[src/hdl/jog_motion_pkg.sv]
package jog_motion_pkg;

   // ------------------------------------------------------------
   // Register byte offsets
   // ------------------------------------------------------------
   localparam logic [7:0] CONTROL_OFFSET = 8'h00; // Control word
   localparam logic [7:0] CONFIG_OFFSET = 8'h04; // Direction select, servo on, reset
   localparam logic [7:0] VELOCITY_OFFSET = 8'h08; // Profile velocity
   localparam logic [7:0] ACCEL_OFFSET = 8'h0C; // Profile acceleration
   localparam logic [7:0] DECEL_OFFSET = 8'h10; // Profile deceleration
   localparam logic [7:0] STATUS_OFFSET = 8'h14; // Status, read only
   localparam logic [7:0] SPEED_OFFSET = 8'h18; // Present speed, read only

   // ------------------------------------------------------------
   // Field positions
   // ------------------------------------------------------------
   localparam int START_BIT = 4; // Control word: rotation start
   localparam int DIRECTION_BIT = 5; // Control word: direction
   localparam int HALT_BIT = 8; // Control word: halt
   localparam int TRAVEL_SELECT_BIT = 0; // Config: travel_direction_select
   localparam int SERVO_ON_BIT = 1; // Config: servo on
   localparam int CTRL_RESET_BIT = 2; // Config: control reset, self clearing
   localparam int ST_TARGET_BIT = 0; // Status: target reached
   localparam int ST_ROUGH_BIT = 1; // Status: rough_match_flag
   localparam int ST_TRAVEL_BIT = 2; // Status: travel_completion_flag
   localparam int ST_CW_BIT = 3; // Status: latched direction is clockwise
   localparam int ST_HELD_BIT = 4; // Status: temporary stop in effect
   localparam int ST_STATE_LSB = 8; // Status: one-hot state code

   // ------------------------------------------------------------
   // Widths and reset values
   // ------------------------------------------------------------
   localparam int SPEED_WIDTH = 16;
   localparam int CONTROL_WIDTH = 16;
   localparam int CONFIG_WIDTH = 3;
   localparam logic [15:0] CONTROL_RESET = 16'h0000;
   localparam logic [2:0] CONFIG_RESET = 3'h0;
   localparam logic [15:0] VELOCITY_RESET = 16'h0000;
   localparam logic [15:0] ACCEL_RESET = 16'h0010;
   localparam logic [15:0] DECEL_RESET = 16'h0010;

   // ------------------------------------------------------------
   // Timing
   // ------------------------------------------------------------
   localparam int CLOCK_PERIOD_NS = 50; // 20 MHz
   localparam int RAMP_TICK_NS = 1000; // Speed profile update period
   localparam int RAMP_TICK_CYCLES = (RAMP_TICK_NS + CLOCK_PERIOD_NS - 1) / CLOCK_PERIOD_NS;
   localparam int TICK_COUNT_WIDTH = 5;
   localparam logic [4:0] TICK_LAST = 5'(RAMP_TICK_CYCLES - 1);

   // ------------------------------------------------------------
   // Motion sequencer states
   // ------------------------------------------------------------
   typedef enum logic [4:0]
   {
      IDLE = 5'b00001, // At rest, waiting for start
      RUN = 5'b00010, // Ramping toward velocity or cruising
      STOPPING = 5'b00100, // Start dropped, ramping down
      HALTING = 5'b01000, // Halt raised, ramping down
      HELD = 5'b10000 // Temporary stop
   } motion_state_type;

endpackage

[src/hdl/jog_motion_control.sv]
// Operation
// - Latch direction when start bit rises
// - Select 0: bit5 clear CCW, set CW
// - Select 1: bit5 clear CW, set CCW
// - Start runs with velocity, accel, decel
// - Cruising adopts new velocity without stopping
// - Velocity changes ignored while stopping or halting
// - Accel and decel accepted only at rest
// - Halt ramps down into temporary stop
// - Halt cleared with start held resumes
// - Halt cleared without start stays stopped
// - Start raised during temporary stop ignored
// - Servo-off, limit or reset ends hold
module jog_motion_control
(
   input wire logic clk,
   input wire logic reset_n,
   input wire logic psel,
   input wire logic penable,
   input wire logic pwrite,
   input wire logic [7:0] paddr,
   input wire logic [31:0] pwdata,
   output logic [31:0] prdata,
   output logic pready,
   output logic pslverr,
   input wire logic limitDetected,
   output logic [15:0] motorSpeed,
   output logic motorClockwise,
   output logic targetReached,
   output logic rough_match_flag,
   output logic travel_completion_flag
);

   // ------------------------------------------------------------
   // Declarations
   // ------------------------------------------------------------
   logic [15:0] controlWord; // Control word from master
   logic [2:0] setupBits; // Select, servo on, control reset
   logic [15:0] profileVelocity; // Last written velocity
   logic [15:0] profileAccel; // Active acceleration step
   logic [15:0] profileDecel; // Active deceleration step
   logic [15:0] activeVelocity; // Velocity the ramp aims at
   logic [15:0] speed; // Present motor speed
   logic [15:0] next_speed; // Speed after this tick
   jog_motion_pkg::motion_state_type state; // Sequencer state
   jog_motion_pkg::motion_state_type next_state; // Next sequencer state
   logic startPrev; // Start bit one cycle ago
   logic startDropped; // Start seen low during hold
   logic directionCw; // Latched direction
   logic limitMeta; // Synchroniser first stage
   logic limitSync; // Synchronised limit input
   logic [4:0] tickCount; // Ramp divider
   logic rampTick; // One-cycle ramp enable
   logic access; // APB access phase edge
   logic writeEnable; // Write takes effect
   logic atRest; // Stopped, no motion pending
   logic releaseHold; // Any event ending motion outright
   logic startBit;
   logic haltBit;

   assign startBit = controlWord[jog_motion_pkg::START_BIT];
   assign haltBit = controlWord[jog_motion_pkg::HALT_BIT];
   assign access = psel && penable && !pready;
   assign writeEnable = psel && penable && pready && pwrite;

   // ------------------------------------------------------------
   // Helpers
   // ------------------------------------------------------------

   // Step speed toward a target; a zero step jumps there at once
   function automatic logic [15:0] rampToward
   (
      input logic [15:0] current,
      input logic [15:0] target,
      input logic [15:0] up,
      input logic [15:0] down
   );
      logic [16:0] sum;
      sum = 17'(current) + 17'(up);
      if (current < target)
      begin
         if (up == 16'h0000 || sum >= 17'(target))
            rampToward = target;
         else
            rampToward = sum[15:0];
      end
      else if (current > target)
      begin
         if (down == 16'h0000 || (current - target) <= down)
            rampToward = target;
         else
            rampToward = current - down;
      end
      else
         rampToward = current;
   endfunction

   // ------------------------------------------------------------
   // Input synchroniser
   // ------------------------------------------------------------

   // Limit switch comes from a pin, two flops before use
   always_ff @(posedge clk)
   begin
      if (!reset_n)
      begin
         limitMeta <= 1'b0;
         limitSync <= 1'b0;
      end
      else
      begin
         limitMeta <= limitDetected;
         limitSync <= limitMeta;
      end
   end

   // ------------------------------------------------------------
   // Ramp divider
   // ------------------------------------------------------------

   // Profile updates once per tick, keeping step sizes usable
   always_ff @(posedge clk)
   begin
      if (!reset_n)
      begin
         tickCount <= 5'h00;
         rampTick <= 1'b0;
      end
      else if (tickCount == jog_motion_pkg::TICK_LAST)
      begin
         tickCount <= 5'h00;
         rampTick <= 1'b1;
      end
      else
      begin
         tickCount <= tickCount + 5'h01;
         rampTick <= 1'b0;
      end
   end

   // ------------------------------------------------------------
   // APB register writes
   // ------------------------------------------------------------

   // Control word, config and velocity take every write
   always_ff @(posedge clk)
   begin
      if (!reset_n)
      begin
         controlWord <= jog_motion_pkg::CONTROL_RESET;
         setupBits <= jog_motion_pkg::CONFIG_RESET;
         profileVelocity <= jog_motion_pkg::VELOCITY_RESET;
      end
      else
      begin
         // Control reset is a one-cycle pulse
         setupBits[jog_motion_pkg::CTRL_RESET_BIT] <= 1'b0;
         if (writeEnable)
         begin
            unique case (paddr)
               jog_motion_pkg::CONTROL_OFFSET:
                  controlWord <= pwdata[15:0];
               jog_motion_pkg::CONFIG_OFFSET:
                  setupBits <= pwdata[2:0];
               jog_motion_pkg::VELOCITY_OFFSET:
                  profileVelocity <= pwdata[15:0];
               default:
                  ;
            endcase
         end
      end
   end

   // Profile slopes change only with the motor at rest
   always_ff @(posedge clk)
   begin
      if (!reset_n)
      begin
         profileAccel <= jog_motion_pkg::ACCEL_RESET;
         profileDecel <= jog_motion_pkg::DECEL_RESET;
      end
      else if (writeEnable && atRest)
      begin
         if (paddr == jog_motion_pkg::ACCEL_OFFSET)
            profileAccel <= pwdata[15:0];
         if (paddr == jog_motion_pkg::DECEL_OFFSET)
            profileDecel <= pwdata[15:0];
      end
   end

   // ------------------------------------------------------------
   // APB answer
   // ------------------------------------------------------------

   // One wait state; unmapped offsets answer with an error
   always_ff @(posedge clk)
   begin
      if (!reset_n)
      begin
         pready <= 1'b0;
         pslverr <= 1'b0;
         prdata <= 32'h00000000;
      end
      else
      begin
         pready <= access;
         pslverr <= 1'b0;
         prdata <= 32'h00000000;
         if (access)
         begin
            unique case (paddr)
               jog_motion_pkg::CONTROL_OFFSET:
                  prdata <= {16'h0000, controlWord};
               jog_motion_pkg::CONFIG_OFFSET:
                  prdata <= {29'h00000000, setupBits};
               jog_motion_pkg::VELOCITY_OFFSET:
                  prdata <= {16'h0000, profileVelocity};
               jog_motion_pkg::ACCEL_OFFSET:
                  prdata <= {16'h0000, profileAccel};
               jog_motion_pkg::DECEL_OFFSET:
                  prdata <= {16'h0000, profileDecel};
               jog_motion_pkg::STATUS_OFFSET:
                  prdata <= {19'h00000, state, 3'h0, state == jog_motion_pkg::HELD,
                             directionCw, travel_completion_flag, rough_match_flag, targetReached};
               jog_motion_pkg::SPEED_OFFSET:
                  prdata <= {16'h0000, speed};
               default:
                  pslverr <= 1'b1;
            endcase
         end
      end
   end

   // ------------------------------------------------------------
   // Motion sequencer
   // ------------------------------------------------------------

   // Servo-off, limit and control reset stop at once
   always_comb
   begin
      releaseHold = !setupBits[jog_motion_pkg::SERVO_ON_BIT] || limitSync
                    || setupBits[jog_motion_pkg::CTRL_RESET_BIT];
      atRest = (speed == 16'h0000)
               && (state == jog_motion_pkg::IDLE || state == jog_motion_pkg::HELD);
   end

   // Next state and next speed
   always_comb
   begin
      next_state = state;
      next_speed = speed;
      unique case (state)
         jog_motion_pkg::IDLE:
            if (startBit && !startPrev && !haltBit && !releaseHold)
               next_state = jog_motion_pkg::RUN;
         jog_motion_pkg::RUN:
         begin
            if (rampTick)
               next_speed = rampToward(speed, activeVelocity, profileAccel, profileDecel);
            if (releaseHold)
               next_state = jog_motion_pkg::IDLE;
            else if (haltBit)
               next_state = jog_motion_pkg::HALTING;
            else if (!startBit)
               next_state = jog_motion_pkg::STOPPING;
         end
         jog_motion_pkg::STOPPING, jog_motion_pkg::HALTING:
         begin
            if (rampTick)
               next_speed = rampToward(speed, 16'h0000, profileAccel, profileDecel);
            if (releaseHold)
               next_state = jog_motion_pkg::IDLE;
            else if (haltBit && state == jog_motion_pkg::STOPPING)
               next_state = jog_motion_pkg::HALTING;
            else if (next_speed == 16'h0000)
               next_state = (state == jog_motion_pkg::HALTING) ?
                            jog_motion_pkg::HELD : jog_motion_pkg::IDLE;
         end
         jog_motion_pkg::HELD:
         begin
            if (releaseHold)
               next_state = jog_motion_pkg::IDLE;
            else if (!haltBit)
            begin
               if (startBit && !startDropped)
                  next_state = jog_motion_pkg::RUN;
               else
                  next_state = jog_motion_pkg::IDLE;
            end
         end
      endcase
      // Abrupt stop on release events, as the drive loses control
      if (releaseHold)
         next_speed = 16'h0000;
   end

   // State, speed and start history
   always_ff @(posedge clk)
   begin
      if (!reset_n)
      begin
         state <= jog_motion_pkg::IDLE;
         speed <= 16'h0000;
         startPrev <= 1'b0;
      end
      else
      begin
         state <= next_state;
         speed <= next_speed;
         startPrev <= startBit;
      end
   end

   // Start must stay on through the hold for a resume
   always_ff @(posedge clk)
   begin
      if (!reset_n)
         startDropped <= 1'b0;
      else if (state != jog_motion_pkg::HELD)
         startDropped <= 1'b0;
      else if (!startBit)
         startDropped <= 1'b1;
   end

   // Velocity target frozen while a stop or halt ramp-down runs
   always_ff @(posedge clk)
   begin
      if (!reset_n)
         activeVelocity <= jog_motion_pkg::VELOCITY_RESET;
      else if (next_state == jog_motion_pkg::RUN || next_state == jog_motion_pkg::IDLE)
         activeVelocity <= profileVelocity;
   end

   // Direction latched only on the starting edge
   always_ff @(posedge clk)
   begin
      if (!reset_n)
         directionCw <= 1'b0;
      else if (state == jog_motion_pkg::IDLE && next_state == jog_motion_pkg::RUN)
         directionCw <= controlWord[jog_motion_pkg::DIRECTION_BIT]
                        ^ setupBits[jog_motion_pkg::TRAVEL_SELECT_BIT];
   end

   // ------------------------------------------------------------
   // Outputs
   // ------------------------------------------------------------

   // Flags follow the motor's rest, not the bits
   always_ff @(posedge clk)
   begin
      if (!reset_n)
      begin
         motorSpeed <= 16'h0000;
         motorClockwise <= 1'b0;
         targetReached <= 1'b1;
         rough_match_flag <= 1'b1;
         travel_completion_flag <= 1'b1;
      end
      else
      begin
         motorSpeed <= next_speed;
         motorClockwise <= directionCw;
         targetReached <= (next_speed == 16'h0000) && (next_state == jog_motion_pkg::IDLE
                          || next_state == jog_motion_pkg::HELD);
         rough_match_flag <= (next_speed == 16'h0000) && (next_state == jog_motion_pkg::IDLE
                             || next_state == jog_motion_pkg::HELD);
         travel_completion_flag <= (next_speed == 16'h0000) && (next_state == jog_motion_pkg::IDLE
                                   || next_state == jog_motion_pkg::HELD);
      end
   end

endmodule

[config.mk]
export PLATFORM = sky130hd
export DESIGN_NAME = jog_motion_control
export DESIGN_NICKNAME = d
export VERILOG_FILES = /design/src/hdl/jog_motion_pkg.sv /design/src/hdl/jog_motion_control.sv
export SDC_FILE = /design/constraint.sdc
export NUM_CORES = 1
export LEC_CHECK = 0
export BUFFER_PORTS_ARGS = -buffer_cell sky130_fd_sc_hd__clkbuf_2
export CAP_MARGIN = 20
export CORE_MARGIN = 1
export CORE_UTILIZATION = 48
export CTS_CLUSTER_DIAMETER = 80
export DETAILED_ROUTE_END_ITERATION = 12
export PLACE_DENSITY = 0.74
export SLEW_MARGIN = 25
export SYNTH_ARGS = -nofsm -noshare
export SYNTH_HDL_FRONTEND = slang
export SYNTH_SLANG_ARGS = --single-unit
[constraint.sdc]
create_clock -name clk -period 17.15 [get_ports clk]
set_clock_uncertainty 0.15 [all_clocks]
set_input_delay 3.43 -clock clk [delete_from_list [all_inputs] [get_ports clk]]
set_output_delay 3.43 -clock clk [all_outputs]
set_load 0.05 [all_outputs]
==> run_results.csv, run 1 <==
group,metric,value,unit
die,dieArea,21300,µm²
setup_path,r2r_start,"motorSpeed[1]",
die,start_util,49.1,%
timing,final_max_slew_viol_count,0,
cts,root_buffer,"clkbuf_16",
synth,synth-async-reset-ratio,0,%
cts,cts_num_sinks,135,
worst_hold_path,holdPathEnd,"limitSync",
place,dpl_worst_slack,9.64,ns
synth,synth_seq_cells,135,
place,dp_hpwl,24.4,mm
power,pwr-share-seq,44.9,%
power,p_switching,168,µW
setup_path,end_kind,"register",
setup_path,crit_chain,"ha_1 -> nor2b_1 -> o21ai_0 -> a21boi_0 -> o21ai_0 -> a21boi_0 -> o21ai_0 -> a21oi_1 -> o41ai_1 -> o2111ai_1 -> a21oi_1 -> xnor2_1 -> ha_1 -> nand4_1 -> or3_1 -> a211o_1 -> a31oi_4 -> mux2_1 -> a2bb2oi_1 -> a32o_1 -> nor4_1 -> nand4_1 -> or4_1 -> o41ai_2",
cts,postCtsHoldBufs,0,
timing,fmax,0.130,GHz
cts,clock_latency,0.43,ns
setup_path,slowest_stage,"a31oi_4",
timing,worst_slack,9.47,ns
setup_path,r2r_end,"travel_completion_flag",
setup_path,worstRegToRegCells,24,
synth,synth_cells,1256,
die,placement_rows,52,
layout,final_nets,1416,
die,die_h,146,µm
timing,worstMarginPinSlew,1.03,ns
cts,cts_made_buffers,17,
setup_path,path_max_fanout,25,
synth,synth_area_per_cell,7.93,µm²
routing,wirelength,32.7,mm
setup_path,cp_slowest_stage_delay,0.70,ns
layout,layout_common_cells,"dfxtp_1, nor2_1, nand2_1",
setup_path,required,17.29,ns
global_route,antenna_found_initial,0,
setup_path,rrSetupSlack,9.47,ns
cts,post-cts-setup-buffer-count,0,
synth,ys_warn_count,0,
timing,fin_crit_sh,44.8,%
routing,drt-initial-drc-count,1135,
synth,seq_area_frac_synth,27.1,%
global_route,grt_pass1_vias,9312,
timing,relSlewSlack,31.2,%
power,total_power,702,µW
cts,clock_path_buffers,2,
layout,final_core_util,53.9,%
routing,drcViolationCount,0,
routing,drt_pass1_iterations,6,
routing,final_antenna_net_count,0,
worst_hold_path,min_path_type,"register to register",
routing,vias_per_cell,6.35,
outcome,status,"complete, no violations",
power,leakage,4.30,nW
routing,via_count,9968,
timing,min_period,7.68,ns
setup_path,worst_ep_arrival_time,7.82,ns
timing,rsz0062_at_grt,"no",
power,p_clk_share,51.8,%
setup_path,critical_path.top_delay_family,"compound AO/OA/AOI/OAI gates",
synth,yosysUniqueCellTypes,96,
layout,layout_commonest_cell,"dfxtp_1",
place,gp_congestion,0.994,
setup_path,path_common_cell,"o21ai_0",
layout,n_antenna_cell,0,
power,ir_drop,69.9,µV
global_route,grt_pass1_wl,50.7,mm
layout,drive_above_1_share,11.3,%
cts,post_cts_resized,0,
cts,cts_tree,"yes",
setup_path,critPathKind,"register to register",
timing,tns,0,ns
synth,syn_area,9960,µm²
power,p_comb_share,3.3,%
place,numPortBuffers,67,
setup_path,cp_num_buf_inv,0,
global_route,globalRouteOverflowTotal,0,
global_route,grt_start_max_net_pins,65,
cts,path_clk_slew,0.06,ns
routing,wl_per_cell,20.9,µm
layout,syn2layout_area_growth,9.77,%
synth,synth_ff_type,"dfxtp_1",
global_route,grt_use_total,30.4,%
power,power.density,64.2,nW/µm²
setup_path,cp-start-kind,"register",
job,maxCapViolations,0,
power,switching_share,23.9,%
timing,finalHoldViolCount,0,
timing,setup_viol,0,
worst_hold_path,hp-start,"limitMeta",
power,internal_power,534,µW
cts,htreeDepth,4,
synth,synth_edf_count,0,
die,fp.dieW,146,µm
die,core_area,20300,µm²
die,ios,100,
worst_hold_path,holdPathStages,1,
## worst reg2reg max path, stage by stage (launching register included)
cell and delay, ns:
dfxtp_1 0.67, ha_1 0.35, nor2b_1 0.14, o21ai_0 0.19, a21boi_0 0.15, o21ai_0 0.22, a21boi_0 0.16, o21ai_0 0.25
a21oi_1 0.14, o41ai_1 0.63, o2111ai_1 0.21, a21oi_1 0.20, xnor2_1 0.10, ha_1 0.32, nand4_1 0.21, or3_1 0.46
a211o_1 0.34, a31oi_4 0.70, mux2_1 0.25, a2bb2oi_1 0.06, a32o_1 0.29, nor4_1 0.28, nand4_1 0.11, or4_1 0.57
o41ai_2 0.37
## cells in the mapped netlist, drive strengths merged, types with 11 or more instances
master	number	area [µm²]
dfxtp	135	2700
nor2	131	492
nand2	128	488
a21oi	107	543
ha	81	1010
mux2i	60	601
inv	57	214
clkbuf	49	188
o21ai	48	244
a22oi	36	270
nand3	32	160
buf	31	236
nor3	29	170
xnor2	29	254
nand4	24	150
and2	22	140
nor4	20	140
a21o	16	120
a31oi	15	109
o211ai	14	105
nand2b	13	81.3
a211oi	11	100
and3	11	68.8
## per-stage QoR
stage	area [µm²]	hold WS, ns	cells
final	10900	0.288	1569
after global routing	10900	0.324	1569
after CTS	10900	0.290	1569
after detailed placement	10400	0.277	1537
after global placement	10300	0.270	1537
after floorplan	10000	0.262	1271
## worst max-delay path by stage
stage / from / endpoint / cells after the start
6_report: motorSpeed[1] / travel_completion_flag / 24
5_1_grt: motorSpeed[1] / travel_completion_flag / 24
4_1_cts: motorSpeed[1] / travel_completion_flag / 24
3_5_place_dp: motorSpeed[1] / travel_completion_flag / 24
3_3_place_gp: motorSpeed[1] / travel_completion_flag / 24
2_1_floorplan: motorSpeed[1] / travel_completion_flag / 25
## sequential cells by signal (all words and copies together), names as in the netlist
| signal | cells |
|---|---|
| activeVelocity | 16 |
| controlWord | 16 |
| motorSpeed | 16 |
| prdata | 16 |
| profileAccel | 16 |
| profileDecel | 16 |
| profileVelocity | 16 |
| state | 5 |
| tickCount | 5 |
| setupBits | 3 |
| directionCw | 1 |
| limitMeta | 1 |
| limitSync | 1 |
| motorClockwise | 1 |
| pready | 1 |
| pslverr | 1 |
| rampTick | 1 |
| startDropped | 1 |
| startPrev | 1 |
| travel_completion_flag | 1 |
## cell families (layout without fill, tap and decap cells)
| group | after synthesis | in the layout | share of synthesized area (%) |
|---|---|---|---|
| buf+inv | 141 | 169 | 6.61 |
| compound gates | 336 | 336 | 22.9 |
| flops | 135 | 135 | 27.1 |
| simple gates | 454 | 454 | 22.4 |
| xor+xnor | 39 | 39 | 3.43 |
| other cells | 1 | 16 | 0.0377 |
| mux | 66 | 66 | 6.71 |
| fa+ha+maj | 84 | 84 | 10.8 |
## final cells by class
cell class	count	area [µm²]
repair buffers	77	410
multi-input cells	995	6680
well taps	270	338
inverters	60	225
flip-flops and latches	135	2700
clock inverters	14	150
clock buffers	18	429
fillers	1880	9370
## metal layers
layer / global-route usage (%) / wire length [µm]
met1: 40.3 / 13500
met2: 47.6 / 14500
met3: 6.91 / 3650
met4: 12.6 / 1030
met5: 0 / 0
## power by group through the flow
stage | Clock, mW | Combinational [mW] | Sequential, mW
floorplan | 0 | 0.0176 | 0.323
CTS | 0.366 | 0.0230 | 0.315
global placement | 0 | 0.0227 | 0.322
global route | 0.377 | 0.0248 | 0.315
detailed placement | 0 | 0.0229 | 0.322
finish | 0.363 | 0.0232 | 0.315
No activity file was read; power rests on OpenSTA's default activity.
==> inputs of run 2 (changes only) <==
--- a/config.mk
+++ b/config.mk
@@ -5,6 +5,7 @@
 export SDC_FILE = /design/constraint.sdc
 export NUM_CORES = 1
 export LEC_CHECK = 0
+export ABC_AREA = 1
 export BUFFER_PORTS_ARGS = -buffer_cell sky130_fd_sc_hd__clkbuf_2
 export CAP_MARGIN = 20
 export CORE_MARGIN = 1
==> constraint.sdc (replaced) <==
create_clock -name clk -period 7.45 [get_ports clk]
set_clock_uncertainty 0.15 [all_clocks]
set_input_delay 1.49 -clock clk [delete_from_list [all_inputs] [get_ports clk]]
set_output_delay 1.49 -clock clk [all_outputs]
set_load 0.05 [all_outputs]
==> run 2 against run 1 <==
Global-route usage up 1.4 points. Largest cell class unchanged. Final cell count up 30%. Non-clock buffer count up 3. Sequential share of layout area down 1.8 points. The run now ends with design-rule violations left. Utilization down 0.064 points.
==> run_results.csv, run 2 <==
group,metric,value,unit
synth,yosys.area.top_type,"dfxtp_1",
cts,cts_made_buffers,17,
timing,setup_viol,0,
synth,synth_cells,1709,
routing,wl_per_cell,18.1,µm
global_route,grt_use_total,31.8,%
power,ir_drop,201,µV
setup_path,path_max_fanout,18,
timing,final_max_slew_viol_count,0,
cts,path_clk_slew,0.06,ns
place,gp_congestion,1.01,
place,dp_cells,2013,
outcome,violations,"design-rule violations",
cts,htreeDepth,4,
routing,drt_pass1_iterations,10,
setup_path,slowest_stage,"dfxtp_1",
die,core_area,22000,µm²
job,maxCapViolations,0,
synth,synth_common_cells,"nand2_1, inv_1, nor2_1, a21oi_1, dfxtp_1",
setup_path,required,7.65,ns
routing,drt-initial-drc-count,1185,
timing,fmax,0.166,GHz
cts,post-cts-setup-buffer-count,0,
synth,synth_ff_type,"dfxtp_1",
timing,min_period,6.03,ns
synth,synth_area_per_cell,6.33,µm²
die,dieArea,23100,µm²
layout,layout_common_cells,"nand2_1, inv_1, nor2_1",
setup_path,end_kind,"register",
timing,fin_crit_sh,80.9,%
setup_path,critPathKind,"register to register",
setup_path,cp_slowest_stage_delay,0.54,ns
synth,yosysUniqueCellTypes,58,
outcome,status,"finished with violations",
layout,final_core_util,53.8,%
timing,tns,0,ns
synth,synth_top_area_share,25.0,%
cts,clock_latency,0.42,ns
global_route,grt_pass1_wl,57.3,mm
die,die_h,152,µm
synth,seq_area_frac_synth,25.0,%
place,dp_hpwl,28.4,mm
routing,via_count,11500,
cts,clock_path_buffers,2,
timing,worstMarginPinSlew,0.977,ns
layout,final_nets,1882,
synth,ys_warn_count,0,
layout,n_antenna_cell,0,
cts,post_cts_resized,0,
setup_path,cp-start-kind,"register",
routing,final_antenna_net_count,0,
power,total_power,1.63,mW
synth,synth-async-reset-ratio,0,%
cts,root_buffer,"clkbuf_16",
timing,rsz0062_at_grt,"no",
global_route,grt_start_max_net_pins,88,
timing,relSlewSlack,34.6,%
global_route,globalRouteOverflowTotal,0,
die,fp.dieW,152,µm
worst_hold_path,min_path_type,"register to register",
die,start_util,49.2,%
synth,synth_edf_count,0,
cts,cts_num_sinks,135,
layout,layout_commonest_cell,"nand2_1",
cts,postCtsHoldBufs,0,
layout,drive_above_1_share,9.64,%
synth,syn_area,10800,µm²
timing,finalHoldViolCount,0,
layout,fin_cells,2044,
power,leakage,5.90,nW
routing,wirelength,36.9,mm
layout,syn2layout_area_growth,9.23,%
routing,drcViolationCount,10,
setup_path,worst_ep_arrival_time,6.23,ns
power,power.density,138,nW/µm²
die,ios,100,
die,placement_rows,54,
cts,cts_tree,"yes",
global_route,antenna_found_initial,0,
place,numPortBuffers,67,
synth,synth_seq_cells,135,
setup_path,path_common_cell,"nand2_1",
synth,synth_area_leaders,"dfxtp_1, nand2_1, ha_1",
synth,synth_most_common_cell,"nand2_1",
global_route,grt_pass1_vias,10400,
routing,vias_per_cell,5.63,
## run 2: final timing paths
path	from	to	slack [ns]	cells past startpoint
max	motorSpeed[0]	travel_completion_flag	1.42	34
min	limitMeta	limitSync	0.26	2
max reg2reg	motorSpeed[0]	travel_completion_flag	1.42	34
min reg2reg	limitMeta	limitSync	0.26	2
## run 2: per-layer routing
layer | GRT usage, % | vias up | share of wire (%)
li1 | - | 5648 | -
met1 | 43.0 | 5299 | 44
met2 | 49.1 | 475 | 43
met3 | 4.85 | 94 | 7.9
met4 | 15.9 | 0 | 4.9
met5 | 0 | - | 0
## run 2: worst max-delay path, delay by kind of cell (launching register included)
kind,cells,cell delay [ns]
DFF,1,0.54
and+or+nand+nor,21,2.54
buffers and inverters,3,0.78
xor gates and xnor gates,1,0.13
AOI/OAI and AO/OA,7,1.20
adders and majority gates,2,0.60
## run 2: cell families after synthesis
| logic type | count (synthesis) | share of synthesized area (%) |
|---|---|---|
| AO/OA/AOI/OAI | 362 | 18.6 |
| XOR/XNOR | 30 | 2.43 |
| adder cells (fa/ha/maj) | 84 | 9.93 |
| other | 1 | 0.0347 |
| AND/OR/NAND/NOR | 769 | 31.2 |
| buffers and inverters | 328 | 12.9 |
| flip-flops | 135 | 25.0 |
## run 2: cell type report
cell class / instances / area [µm²]
clock buffer: 18 / 429
clock inverter: 13 / 145
fill: 2209 / 10100
inverter: 257 / 967
multi-input combinational: 1261 / 6790
sequential: 135 / 2700
tap: 280 / 350
timing repair buffer: 80 / 433
## run 2: where the power goes
part | total (mW) | leakage, nW | switching, mW | internal, mW
clock | 0.844 | 0.274 | 0.349 | 0.495
combinational | 0.0597 | 4.54 | 0.0468 | 0.0128
sequential | 0.725 | 1.09 | 0.00140 | 0.724
total | 1.63 | 5.90 | 0.397 | 1.23
## run 2: through the flow
stage / setup slack (ns) / area [µm²] / hold WS [ns]
after floorplan: 2.69 / 10900 / 0.240
after global placement: 1.74 / 11200 / 0.245
after detailed placement: 1.64 / 11200 / 0.249
after CTS: 1.62 / 11800 / 0.264
after global routing: 0.999 / 11800 / 0.297
final: 1.42 / 11800 / 0.263
